**src/core/imp_pkg.sv**
```systemverilog
// shared constants and carriers for the idle-mode and pin-configuration block
// assumes a classic wishbone master with 16-bit byte addresses and 32-bit data
package imp_pkg;
    // ==========================================================
    // register indices; the byte address on the bus is index*4
    localparam logic [15:0] IMP_IDX_INT_MASK_ONE = 16'h0013;
    localparam logic [15:0] IMP_IDX_P1_FSEL      = 16'h1f99;
    localparam logic [15:0] IMP_IDX_PORT1_DIRECTION       = 16'h1f9b;
    localparam logic [15:0] IMP_IDX_P1_DATA      = 16'h1f9d;
    localparam logic [15:0] IMP_IDX_P2_FSEL      = 16'h1fd0;
    localparam logic [15:0] IMP_IDX_P7_FSEL      = 16'h1fd1;
    localparam logic [15:0] IMP_IDX_PORT2_DIRECTION       = 16'h1fd2;
    localparam logic [15:0] IMP_IDX_PORT7_DIRECTION       = 16'h1fd3;
    localparam logic [15:0] IMP_IDX_P2_DATA      = 16'h1fd4;
    localparam logic [15:0] IMP_IDX_P7_DATA      = 16'h1fd5;
    localparam logic [15:0] IMP_IDX_P5_FSEL      = 16'h1ff1;
    localparam logic [15:0] IMP_IDX_PORT5_DIRECTION       = 16'h1ff3;
    localparam logic [15:0] IMP_IDX_P5_DATA      = 16'h1ff5;
    localparam logic [15:0] IMP_IDX_CHIP_CFG0    = 16'h2018;
    localparam logic [15:0] IMP_IDX_MODE_STATUS  = 16'h2019;
    localparam int          IMP_ADDR_W           = 16;

    // ==========================================================
    // field positions
    localparam int IMP_PD_EN_BIT   = 0;
    localparam int IMP_EXTERNAL_INTERRUPT_PIN_BIT  = 6;
    localparam int IMP_NPORTS      = 4;

    // ==========================================================
    // reset values
    localparam logic [7:0] IMP_RST_MASK  = 8'h00;
    localparam logic [7:0] IMP_RST_FSEL  = 8'h00;
    localparam logic [7:0] IMP_RST_DIR   = 8'hff;
    localparam logic [7:0] IMP_RST_DATA  = 8'hff;
    localparam logic [7:0] IMP_RST_CFG0  = 8'h00;

    // ==========================================================
    // instruction operands and watchdog
    localparam logic [7:0]  IMP_OP_IDLE      = 8'h01;
    localparam logic [7:0]  IMP_OP_POWERDOWN = 8'h02;
    localparam int          IMP_WDT_W        = 16;
    localparam logic [15:0] IMP_WDT_TOP      = 16'hffff;

    typedef enum logic [1:0]
    {
        IMP_ST_RUN  = 2'b00,
        IMP_ST_IDLE = 2'b01,
        IMP_ST_PD   = 2'b10
    } imp_state_t;

    // one port's pin drive: level, enable
    typedef struct packed
    {
        logic [7:0] level;
        logic [7:0] oe;
    } imp_pin_drive_t;
endpackage

```
**src/core/imp_top.sv**
```systemverilog
// idle/powerdown mode control and port pin configuration registers
// assumes a wishbone classic master on the same clock; pins are sampled through two flops
//
// Implementation choice: the Wishbone interface to the registers.
`timescale 1ns/100ps
`default_nettype none
module imp_top
(
    input  wire logic                       clk_i,
    input  wire logic                       rst_i,
    input  wire logic [imp_pkg::IMP_ADDR_W-1:0] wb_adr_i,
    input  wire logic [31:0]                wb_dat_i,
    input  wire logic [3:0]                 wb_sel_i,
    input  wire logic                       wb_we_i,
    input  wire logic                       wb_cyc_i,
    input  wire logic                       wb_stb_i,
    output logic [31:0]                     wb_dat_o,
    output logic                            wb_ack_o,
    input  wire logic [7:0]                 cfg_byte0_i,
    input  wire logic                       mode_cmd_i,
    input  wire logic [7:0]                 mode_operand_i,
    input  wire logic [7:0]                 irq_pending_i,
    input  wire logic                       wdt_enable_i,
    input  wire logic                       wdt_clear_i,
    input  wire logic [31:0]                periph_level_i,
    input  wire logic [31:0]                periph_oe_i,
    input  wire logic [31:0]                pin_i,
    output logic [31:0]                     pin_o,
    output logic [31:0]                     pin_oe_o,
    output logic [31:0]                     pin_sync_o,
    output logic                            cpu_clk_en_o,
    output logic                            periph_clk_en_o,
    output logic                            clock_output_pin_o,
    output logic                            wake_irq_o,
    output logic                            wdt_reset_o
);
    import imp_pkg::*;

    // ==========================================================
    // register storage
    logic [7:0]  interrupt_mask_one;
    logic [7:0]  chip_configuration_zero;
    logic [7:0]  fsel [IMP_NPORTS];
    logic [7:0]  dir  [IMP_NPORTS];
    logic [7:0]  dat  [IMP_NPORTS];
    logic        cfg_loaded;
    imp_state_t  state;
    logic [IMP_WDT_W-1:0] wdt_cnt;
    logic [31:0] pin_meta;
    logic [31:0] pin_sync;

    logic        bus_req;
    logic        bus_wr;
    logic [15:0] idx;
    logic [7:0]  wbyte;
    logic [7:0]  rbyte;
    logic        hit;
    logic        enabled_irq;

    assign bus_req = wb_cyc_i && wb_stb_i && !wb_ack_o;
    assign bus_wr  = bus_req && wb_we_i && wb_sel_i[0];
    assign idx     = {2'b00, wb_adr_i[15:2]};
    assign wbyte   = wb_dat_i[7:0];
    assign enabled_irq = |(irq_pending_i & interrupt_mask_one);

    // ==========================================================
    // port index decode: entry 0..3 = ports 1,2,5,7
    function automatic logic [2:0] port_of(input logic [15:0] a);
        logic [2:0] p;
        p = 3'b111;
        case (a)
            IMP_IDX_P1_FSEL, IMP_IDX_PORT1_DIRECTION, IMP_IDX_P1_DATA: p = 3'd0;
            IMP_IDX_P2_FSEL, IMP_IDX_PORT2_DIRECTION, IMP_IDX_P2_DATA: p = 3'd1;
            IMP_IDX_P5_FSEL, IMP_IDX_PORT5_DIRECTION, IMP_IDX_P5_DATA: p = 3'd2;
            IMP_IDX_P7_FSEL, IMP_IDX_PORT7_DIRECTION, IMP_IDX_P7_DATA: p = 3'd3;
            default: p = 3'b111;
        endcase
        return p;
    endfunction

    logic [2:0] port_sel;
    logic       is_fsel;
    logic       is_dir;
    logic       is_dat;
    assign port_sel = port_of(idx);
    assign is_fsel = (idx == IMP_IDX_P1_FSEL) || (idx == IMP_IDX_P2_FSEL)
                  || (idx == IMP_IDX_P5_FSEL) || (idx == IMP_IDX_P7_FSEL);
    assign is_dir  = (idx == IMP_IDX_PORT1_DIRECTION) || (idx == IMP_IDX_PORT2_DIRECTION)
                  || (idx == IMP_IDX_PORT5_DIRECTION) || (idx == IMP_IDX_PORT7_DIRECTION);
    assign is_dat  = (idx == IMP_IDX_P1_DATA) || (idx == IMP_IDX_P2_DATA)
                  || (idx == IMP_IDX_P5_DATA) || (idx == IMP_IDX_P7_DATA);

    // ==========================================================
    // read mux; unmapped addresses read zero and still ack
    always_comb
    begin
        rbyte = 8'h00;
        hit   = 1'b1;
        if (idx == IMP_IDX_INT_MASK_ONE)
            rbyte = interrupt_mask_one;
        else if (idx == IMP_IDX_CHIP_CFG0)
            rbyte = chip_configuration_zero;
        else if (idx == IMP_IDX_MODE_STATUS)
            rbyte = {6'h00, state};
        else if (port_sel != 3'b111)
        begin
            if (is_fsel)
                rbyte = fsel[port_sel[1:0]];
            else if (is_dir)
                rbyte = dir[port_sel[1:0]];
            else
                rbyte = dat[port_sel[1:0]];
        end
        else
            hit = 1'b0;
    end

    always_ff @(posedge clk_i)
    begin
        if (rst_i)
        begin
            wb_ack_o <= 1'b0;
            wb_dat_o <= 32'h0000_0000;
        end
        else
        begin
            wb_ack_o <= bus_req;
            wb_dat_o <= (bus_req && !wb_we_i && hit) ? {24'h000000, rbyte} : 32'h0000_0000;
        end
    end

    // ==========================================================
    // chip configuration: loaded once from the config byte after reset, never written by code
    always_ff @(posedge clk_i)
    begin
        if (rst_i)
        begin
            chip_configuration_zero <= IMP_RST_CFG0;
            cfg_loaded              <= 1'b0;
        end
        else if (!cfg_loaded)
        begin
            chip_configuration_zero <= cfg_byte0_i;
            cfg_loaded              <= 1'b1;
        end
    end

    always_ff @(posedge clk_i)
    begin
        if (rst_i)
            interrupt_mask_one <= IMP_RST_MASK;
        else if (bus_wr && idx == IMP_IDX_INT_MASK_ONE)
            interrupt_mask_one <= wbyte;
    end

    // ==========================================================
    // per-port registers and pin drive; registers keep writing in idle as well
    genvar g;
    generate
        for (g = 0; g < IMP_NPORTS; g++)
        begin : g_port
            imp_pin_drive_t drv;
            always_ff @(posedge clk_i)
            begin
                if (rst_i)
                begin
                    fsel[g] <= IMP_RST_FSEL;
                    dir[g]  <= IMP_RST_DIR;
                    dat[g]  <= IMP_RST_DATA;
                end
                else if (bus_wr && port_sel == 3'(g))
                begin
                    if (is_fsel)
                        fsel[g] <= wbyte;
                    if (is_dir)
                        dir[g] <= wbyte;
                    if (is_dat)
                        dat[g] <= wbyte;  // stored even while peripheral owns the pin
                end
            end
            always_comb
            begin
                for (int b = 0; b < 8; b++)
                begin
                    // function select picks the source
                    drv.level[b] = fsel[g][b] ? periph_level_i[g*8+b] : dat[g][b];
                    // open drain when direction set: drive only a low
                    if (fsel[g][b])
                        drv.oe[b] = periph_oe_i[g*8+b] && (!dir[g][b] || !periph_level_i[g*8+b]);
                    else
                        drv.oe[b] = !dir[g][b] || !dat[g][b];
                end
            end
            always_ff @(posedge clk_i)
            begin
                if (rst_i)
                begin
                    pin_o[g*8 +: 8]    <= 8'hff;
                    pin_oe_o[g*8 +: 8] <= 8'h00;
                end
                else
                begin
                    pin_o[g*8 +: 8]    <= drv.level;
                    pin_oe_o[g*8 +: 8] <= drv.oe;
                end
            end
        end
    endgenerate

    // pin inputs through two flops before anything reads them; a third flop feeds the output
    always_ff @(posedge clk_i)
    begin
        if (rst_i)
        begin
            pin_meta   <= 32'h0000_0000;
            pin_sync   <= 32'h0000_0000;
            pin_sync_o <= 32'h0000_0000;
        end
        else
        begin
            pin_meta   <= pin_i;
            pin_sync   <= pin_meta;
            pin_sync_o <= pin_sync;
        end
    end

    // ==========================================================
    // operating mode; an enabled irq ends idle, only the external interrupt pin bit ends powerdown
    always_ff @(posedge clk_i)
    begin
        if (rst_i)
            state <= IMP_ST_RUN;  // hardware reset ends idle and returns to run
        else
        begin
            case (state)
                IMP_ST_RUN:
                begin
                    if (mode_cmd_i && mode_operand_i == IMP_OP_IDLE)
                        state <= IMP_ST_IDLE;
                    else if (mode_cmd_i && mode_operand_i == IMP_OP_POWERDOWN
                             && chip_configuration_zero[IMP_PD_EN_BIT])
                        state <= IMP_ST_PD;
                end
                IMP_ST_IDLE:
                begin
                    if (enabled_irq)
                        state <= IMP_ST_RUN;
                end
                IMP_ST_PD:
                begin
                    if (irq_pending_i[IMP_EXTERNAL_INTERRUPT_PIN_BIT])
                        state <= IMP_ST_RUN;
                end
                default: state <= IMP_ST_RUN;
            endcase
        end
    end

    // wake pulse tells the cpu to vector first, then resume after the idle instruction
    always_ff @(posedge clk_i)
    begin
        if (rst_i)
            wake_irq_o <= 1'b0;
        else
            wake_irq_o <= (state == IMP_ST_IDLE) && enabled_irq;
    end

    // clock enables: cpu stops in idle and powerdown, peripherals only in powerdown
    always_ff @(posedge clk_i)
    begin
        if (rst_i)
        begin
            cpu_clk_en_o       <= 1'b1;
            periph_clk_en_o    <= 1'b1;
            clock_output_pin_o <= 1'b0;
        end
        else
        begin
            cpu_clk_en_o       <= (state == IMP_ST_RUN);
            periph_clk_en_o    <= (state != IMP_ST_PD);
            clock_output_pin_o <= (state == IMP_ST_PD) ? 1'b1 : !clock_output_pin_o;
        end
    end

    // ==========================================================
    // watchdog keeps counting in idle; clock is stopped in powerdown
    always_ff @(posedge clk_i)
    begin
        if (rst_i)
        begin
            wdt_cnt     <= '0;
            wdt_reset_o <= 1'b0;
        end
        else
        begin
            wdt_reset_o <= 1'b0;
            if (!wdt_enable_i || wdt_clear_i)
                wdt_cnt <= '0;
            else if (state != IMP_ST_PD)
            begin
                if (wdt_cnt == IMP_WDT_TOP)
                begin
                    wdt_cnt     <= '0;
                    wdt_reset_o <= 1'b1;
                end
                else
                    wdt_cnt <= wdt_cnt + 1'b1;
            end
        end
    end

    // ==========================================================
    // checks
    property p_idle_entry;
        @(posedge clk_i) disable iff (rst_i)
        (state == IMP_ST_RUN && mode_cmd_i && mode_operand_i == IMP_OP_IDLE) |=> state == IMP_ST_IDLE;
    endproperty
    a_idle_entry: assert property (p_idle_entry) else $error("idle not entered");

    property p_pd_gate;
        @(posedge clk_i) disable iff (rst_i)
        (state == IMP_ST_RUN && $past(state) == IMP_ST_RUN) ##1 state == IMP_ST_PD
            |-> chip_configuration_zero[IMP_PD_EN_BIT];
    endproperty
    a_pd_gate: assert property (p_pd_gate) else $error("powerdown while disabled");

    property p_cpu_gated;
        @(posedge clk_i) disable iff (rst_i)
        state == IMP_ST_IDLE |=> !cpu_clk_en_o;
    endproperty
    a_cpu_gated: assert property (p_cpu_gated) else $error("cpu clock runs in idle");

    property p_periph_run;
        @(posedge clk_i) disable iff (rst_i)
        state == IMP_ST_IDLE |=> periph_clk_en_o;
    endproperty
    a_periph_run: assert property (p_periph_run) else $error("peripheral clock stopped in idle");

    property p_wake;
        @(posedge clk_i) disable iff (rst_i)
        (state == IMP_ST_IDLE && enabled_irq) |=> state == IMP_ST_RUN && wake_irq_o ##1 cpu_clk_en_o;
    endproperty
    a_wake: assert property (p_wake) else $error("no wake on enabled irq");

    property p_masked_stays;
        @(posedge clk_i) disable iff (rst_i)
        (state == IMP_ST_IDLE && !enabled_irq) |=> state == IMP_ST_IDLE;
    endproperty
    a_masked_stays: assert property (p_masked_stays) else $error("left idle without enabled irq");

    property p_port_drive;
        @(posedge clk_i) disable iff (rst_i)
        !fsel[0][4] && !dir[0][4] |=> pin_o[4] == $past(dat[0][4]) && pin_oe_o[4];
    endproperty
    a_port_drive: assert property (p_port_drive) else $error("port pin not following data");

    property p_periph_own;
        @(posedge clk_i) disable iff (rst_i)
        fsel[1][4] |=> pin_o[12] == $past(periph_level_i[12]);
    endproperty
    a_periph_own: assert property (p_periph_own) else $error("data reached peripheral pin");

    property p_open_drain;
        @(posedge clk_i) disable iff (rst_i)
        !fsel[2][0] && dir[2][0] && dat[2][0] |=> !pin_oe_o[16];
    endproperty
    a_open_drain: assert property (p_open_drain) else $error("open drain drove high");

    c_idle_wake: cover property (@(posedge clk_i) disable iff (rst_i)
        state == IMP_ST_IDLE ##[1:50] wake_irq_o);
    c_pd: cover property (@(posedge clk_i) disable iff (rst_i) state == IMP_ST_PD);
    c_wdt: cover property (@(posedge clk_i) disable iff (rst_i) wdt_reset_o);
endmodule
`default_nettype wire

```
**config.mk**
```make
export PLATFORM = sky130hd
export DESIGN_NAME = imp_top
export DESIGN_NICKNAME = d
export VERILOG_FILES = /design/src/core/imp_pkg.sv /design/src/core/imp_top.sv
export SDC_FILE = /design/constraint.sdc
export NUM_CORES = 1
export LEC_CHECK = 0
export BUFFER_PORTS_ARGS = -buffer_cell sky130_fd_sc_hd__buf_2
export CORE_MARGIN = 2
export CORE_UTILIZATION = 50
export DETAILED_ROUTE_END_ITERATION = 10
export PLACE_DENSITY = 0.76
export SETUP_SLACK_MARGIN = 0.02
export SYNTH_ARGS = -nofsm -noshare
export SYNTH_HDL_FRONTEND = slang
export SYNTH_SLANG_ARGS = --single-unit
```
**constraint.sdc**
```tcl
create_clock -name clk_i -period 7.94 [get_ports clk_i]
set_input_delay 1.191 -clock clk_i [delete_from_list [all_inputs] [get_ports clk_i]]
set_output_delay 1.191 -clock clk_i [all_outputs]
set_load 0.05 [all_outputs]
```
# Yosys cells after proc, flatten, opt, wreduce, memory -nomap -nowiden
# Memories as Yosys holds them, arrays and structs flattened.
# Cells that the tools add are included.
[word_totals]
elab_cells = 440
in_bits = 180
regBits = 233
ram_bits = 96
out_inout_bits = 134
n_memories = 3
[memory_table]
columns = ["name", "depth", "width", "rd", "rd_clocked_by_memory_dff", "write_ports", "line", "source"]
rows = [
  ["dat", 4, 8, 5, 0, 4, "imp_top.sv:45", "logic [7:0] dat [IMP_NPORTS];"],
  ["dir", 4, 8, 5, 0, 4, "imp_top.sv:44", "logic [7:0] dir [IMP_NPORTS];"],
  ["fsel", 4, 8, 5, 0, 4, "imp_top.sv:43", "logic [7:0] fsel [IMP_NPORTS];"],
]
[classes]
muxes = 137
n_reduce_logical = 232
addsub = 1
eq_ne = 28
bitwise_logic = 15
[ops]
columns = ["operator", "count"]
rows = [
  ["$eq 14x13->1 const B", 12],
  ["$mux 8", 18],
  ["$mux 1", 112],
  ["$logic_not 1->1", 100],
  ["$logic_or 1x1->1", 74],
  ["$logic_and 1x1->1", 47],
  ["$eq 14x14->1 const B", 2],
  ["$add 16x1->16 const B", 1],
  ["$eq 16x16->1 const B", 1],
  ["$mux 16", 1],
  ["$reduce_or 3->1", 5],
  ["$eq 14x5->1 const B", 1],
  ["$or 1x1->1", 12],
  ["$pmux 3 s4", 1],
  ["$and 8x8->8", 1],
  ["$eq 8x1->1 const B", 1],
  ["$eq 8x2->1 const B", 1],
  ["$mux 2", 4],
  ["$reduce_or 8->1", 1],
  ["$eq 3x2->1 const B", 2],
  ["$ne 2x2->1 const B", 3],
  ["$ne 3x3->1 const B", 2],
  ["$pmux 2 s3", 1],
  ["$reduce_or 2->1", 2],
  ["other kinds (7)", 8],
]

# Depth between registers and ports, before layout
[depth]
depth_word = 11
depth_mapped = 11
mapped_depth_nobuf = 7

# Worst setup path before layout
# OpenSTA, ideal clock, no wires.
[synth_timing]
path_type = "input to register"
from = "input port wb_adr_i[13] (netlist name)"
to = "memory fsel[2][0] (enable)"
t_required_ps = 7556
t_arrival_ps = 3227
setup_time_ps = 384
path_stages = 6
setup_slack_ps = 4329
cell_sequence = "nand4_1 or3b_1 clkbuf_1 nor4_4 nand2b_2 o21ai_0"
[synth_rtl]
columns = ["item", "line", "source"]
rows = [
  ["start, declared", "imp_top.sv:11", "input wire logic [imp_pkg::IMP_ADDR_W-1:0] wb_adr_i,"],
  ["end, declared", "imp_top.sv:43", ""],
]

# Worst setup path after layout
[layout_timing]
from = "input port wb_adr_i[5] (netlist name)"
to = "register wb_dat_o[2]"
[layout_via]
elab_chain_len = 11
word_cells_on_any_way = 43
[layout_lines]
columns = ["item", "line", "source"]
rows = [
  ["parallel branches: the longest is 11 deep, another holds $mem_v2 4x8", "n/a", ""],
  ["end signal, assigned", "imp_top.sv:128", "wb_dat_o <= (bus_req && !wb_we_i && hit) ? {24'h000000, rbyte} : 32'h0000_0000;"],
  ["end, declared", "imp_top.sv:17", "output logic [31:0] wb_dat_o,"],
]
# Several ways; the timed one is not identified.
# A chain may end at the register's enable or synchronous reset.

==> results.md <==
* CP delay by family, top: compound AO/OA/AOI/OAI gates
* Status: finished, final reports clean
* GP Congestion at 0.942
* Crit path cell chain: buf_2 > or3b_1 > a211oi_2 > and2_1 > a221oi_1 > a21oi_1 > a21oi_1 > a31oi_1
* Htree depth at 1
* Iteration-0 DRC Markers at 717
* # Post-CTS Setup Buffers at 0
* Worst-path clk slew at 0.06 ns
* Synth Instances at 1058
* Average cell area after synthesis at 11.2 um^2
* Max clock buf depth at 3
* Antenna violations before repair at 4
* Sequential element share of the synthesized area at 59.8%
* Netlist cell types at 54
* Placed Cells at 1595
* Critical path depth at 8
* Post-synthesis mux area share at 6.63%
* DPL Wire Length at 22500 um
* Wire length on met1 at 12200 um
* Post-route setup TNS at 0 ns
* Syn-to-layout area delta at 21.8%
* Synth Area in Compound Gates at 8.15%
* Critical path's slowest cell: and2_1
* Ys Warns at 0
* Most frequent cells in the layout: 260 x buf_2, 209 x dfxtp_1, 98 x nor2b_1
* Core Util, Final at 61.7%
* Post-DRT Antenna Nets at 0
* Critical Path AT at 4.18 ns
* Power Density at 238 nW/um^2
* Critical path endpoint: wb_dat_o[2]
* Slew headroom at 16.7%
* Vias in the first global route at 8114
* Clk root buf: clkbuf_16
* Largest net degree at the start of global routing at 75
* Final Worst Setup Slack at 4.22 ns
* Synthesized flop and latch total at 305
* Top sig layer: met5
* Leak pwr at 0.00574 uW
* Post-CTS Resized at 0
* WP buf/inv at 1
* Unrepaired setup endpoints after global routing: false
* Max Clock Freq at 0.269 GHz
* Setup Skew at 0.0219 ns
* Max VDD drop at 166 uV
* CTS tree: yes
* Flop2flop setup slack at 5.11 ns
* Slew @ Worst Pin at 1.24 ns
* Layout cell share with drive strength beyond 1 at 28.3%
* Tot GR Track Use at 23.9%
* Met2 WL at 14600 um
* Via/cell ratio at 5.23
* Reg-to-reg endpoint: fsel[1][0]
* Initial core utilization at 50.7%
* Mapped Area at 11800 um^2
* Core Box Area at 23300 um^2
* RR Startpoint: wb_ack_o
* Synth Flop Type: dfxtp_1
* Critical path class: input port to register
* Area leader, netlist: dfxtp_1
* Via count at 8663
* Largest family of logic cells by synthesized area: simple AND/OR/NAND/NOR gates
* Routed length per instance at 18.6 um
* Post-synth EDFFs at 96
* IO Pins at 314
* Synthesized-area fraction occupied by adder cells at 0.106%
* I/O Buffers at 260
* CP peak stage delay at 0.83 ns
* Worst hold path type: register to register
* Worst-Skew Late Latency at 0.56 ns
* Final period util at 46.8%
* Setup crit start: wb_adr_i[5]
* Die area at 24900 um^2
* Routed wl met3 at 3080 um
* Post-synthesis xor/xnor area fraction at 1.04%
* First-pass detailed-route iteration total at 5
* Max-cap violations at 0
* Std cell rows at 56
* Worst EP required at 8.40 ns
* Nets@finish at 1492
* First-pass GRT wire length at 45000 um
* # DRC at 0
* CP Max Fanout at 19
* Post-Layout Cell Count at 1656
* Max-slew violation count at 0
* Reg2Reg Depth at 5
* Routed WL at 30700 um
* DP Worst Slack at 3.60 ns
* CTS sink cnt at 305
* Area share of the largest cell type after synthesis at 35.4%
* Top cells by area, synth: dfxtp_1 35%, edfxtp_1 24%, nor2b_1 5.2%
* Gr ovfl total at 0
* Die width at 158 um
* Total CTS buffers at 31
* Synth Area in Simple Gates at 19.9%
* Die height at 158 um
* # hold bufs at CTS at 0
* Asr flop ratio synth at 0%
* Min Clock Period, post-route at 3.72 ns
* Fin. Hold Viols at 0
* Startpoint Class: input port
* Commonest non-fill, non-tap cell in the layout: buf_2
* Most Frequent Cell on Critical Path: a21oi_1
* Setup violators final at 0
* Setup crit end kind: register
==> how the worst min path moves through the flow <==
stage                     slack, ns  cells past startpoint                 end                from
after floorplan                0.41                      1         pin_sync[0]         pin_meta[0]
after global routing           0.45                      1         pin_sync[1]         pin_meta[1]
after global placement         0.42                      1  clock_output_pin_o  clock_output_pin_o
final                          0.43                      1       pin_sync_o[8]         pin_sync[8]
after CTS                      0.44                      1       pin_sync_o[2]         pin_sync[2]
after detailed placement       0.42                      1       pin_sync_o[8]         pin_sync[8]
==> report_power, final <==
group | switching, uW | internal [uW]
sequential | 20.7 | 1650
combinational | 177 | 81.9
clock | 606 | 894
total | 803 | 2630
==> state kept, by name, indices dropped and copies added (netlist names), 2 cells and up <==
name	cells
chip_configuration_zero	8
dat	32
dir	32
fsel	32
interrupt_mask_one	8
pin_meta	32
pin_o	32
pin_oe_o	32
pin_sync	32
pin_sync_o	32
state	2
wb_dat_o	8
wdt_cnt	16
==> Yosys cell counts (11+ instances only) <==
cell type	number
dfxtp_1	209
nor2b_1	98
edfxtp_1	96
nand2b_1	88
nor2_1	62
nand2_1	58
clkbuf_1	45
mux2i_1	40
a221oi_1	38
inv_1	35
and2_1	34
mux2_2	34
a21oi_1	28
buf_4	25
o21ai_0	20
a31oi_1	15
a22oi_1	11
xor2_1	11
==> per-layer routing <==
metal	track usage (%)	up-vias
li1	-	4125
met1	30.9	4055
met2	39.3	415
met4	7.88	6
met3	6.13	62
met5	0	-
==> cells by family after synthesis <==
kind of cell / Yosys count
fa+ha+maj: 1
other cells: 1
xor+xnor: 14
mux: 74
compound gates: 139
simple gates: 413
flops: 305
buf+inv: 111
==> per-stage QoR <==
stage | hold slack (ns) | cell area (um^2) | total power [uW]
2_1_floorplan | 0.414 | 11900 | 1880
5_1_grt | 0.450 | 14400 | 3540
3_5_place_dp | 0.420 | 13300 | 1960
6_report | 0.430 | 14400 | 3430
3_3_place_gp | 0.415 | 13300 | 1960
4_1_cts | 0.436 | 14400 | 3450
==> layout make-up <==
cell class                      instances  area, um^2
Fill cell                            1908        8940
Tap cell                              319         399
Timing Repair Buffer                  273        1400
Multi-Input combinational cell        665        4320
Antenna cell                            1        2.50
Inverter                               35         131
Clock buffer                           38         852
Sequential cell                       305        7070
Clock inverter                         20         219
Power figures use the tool's default switching activity.
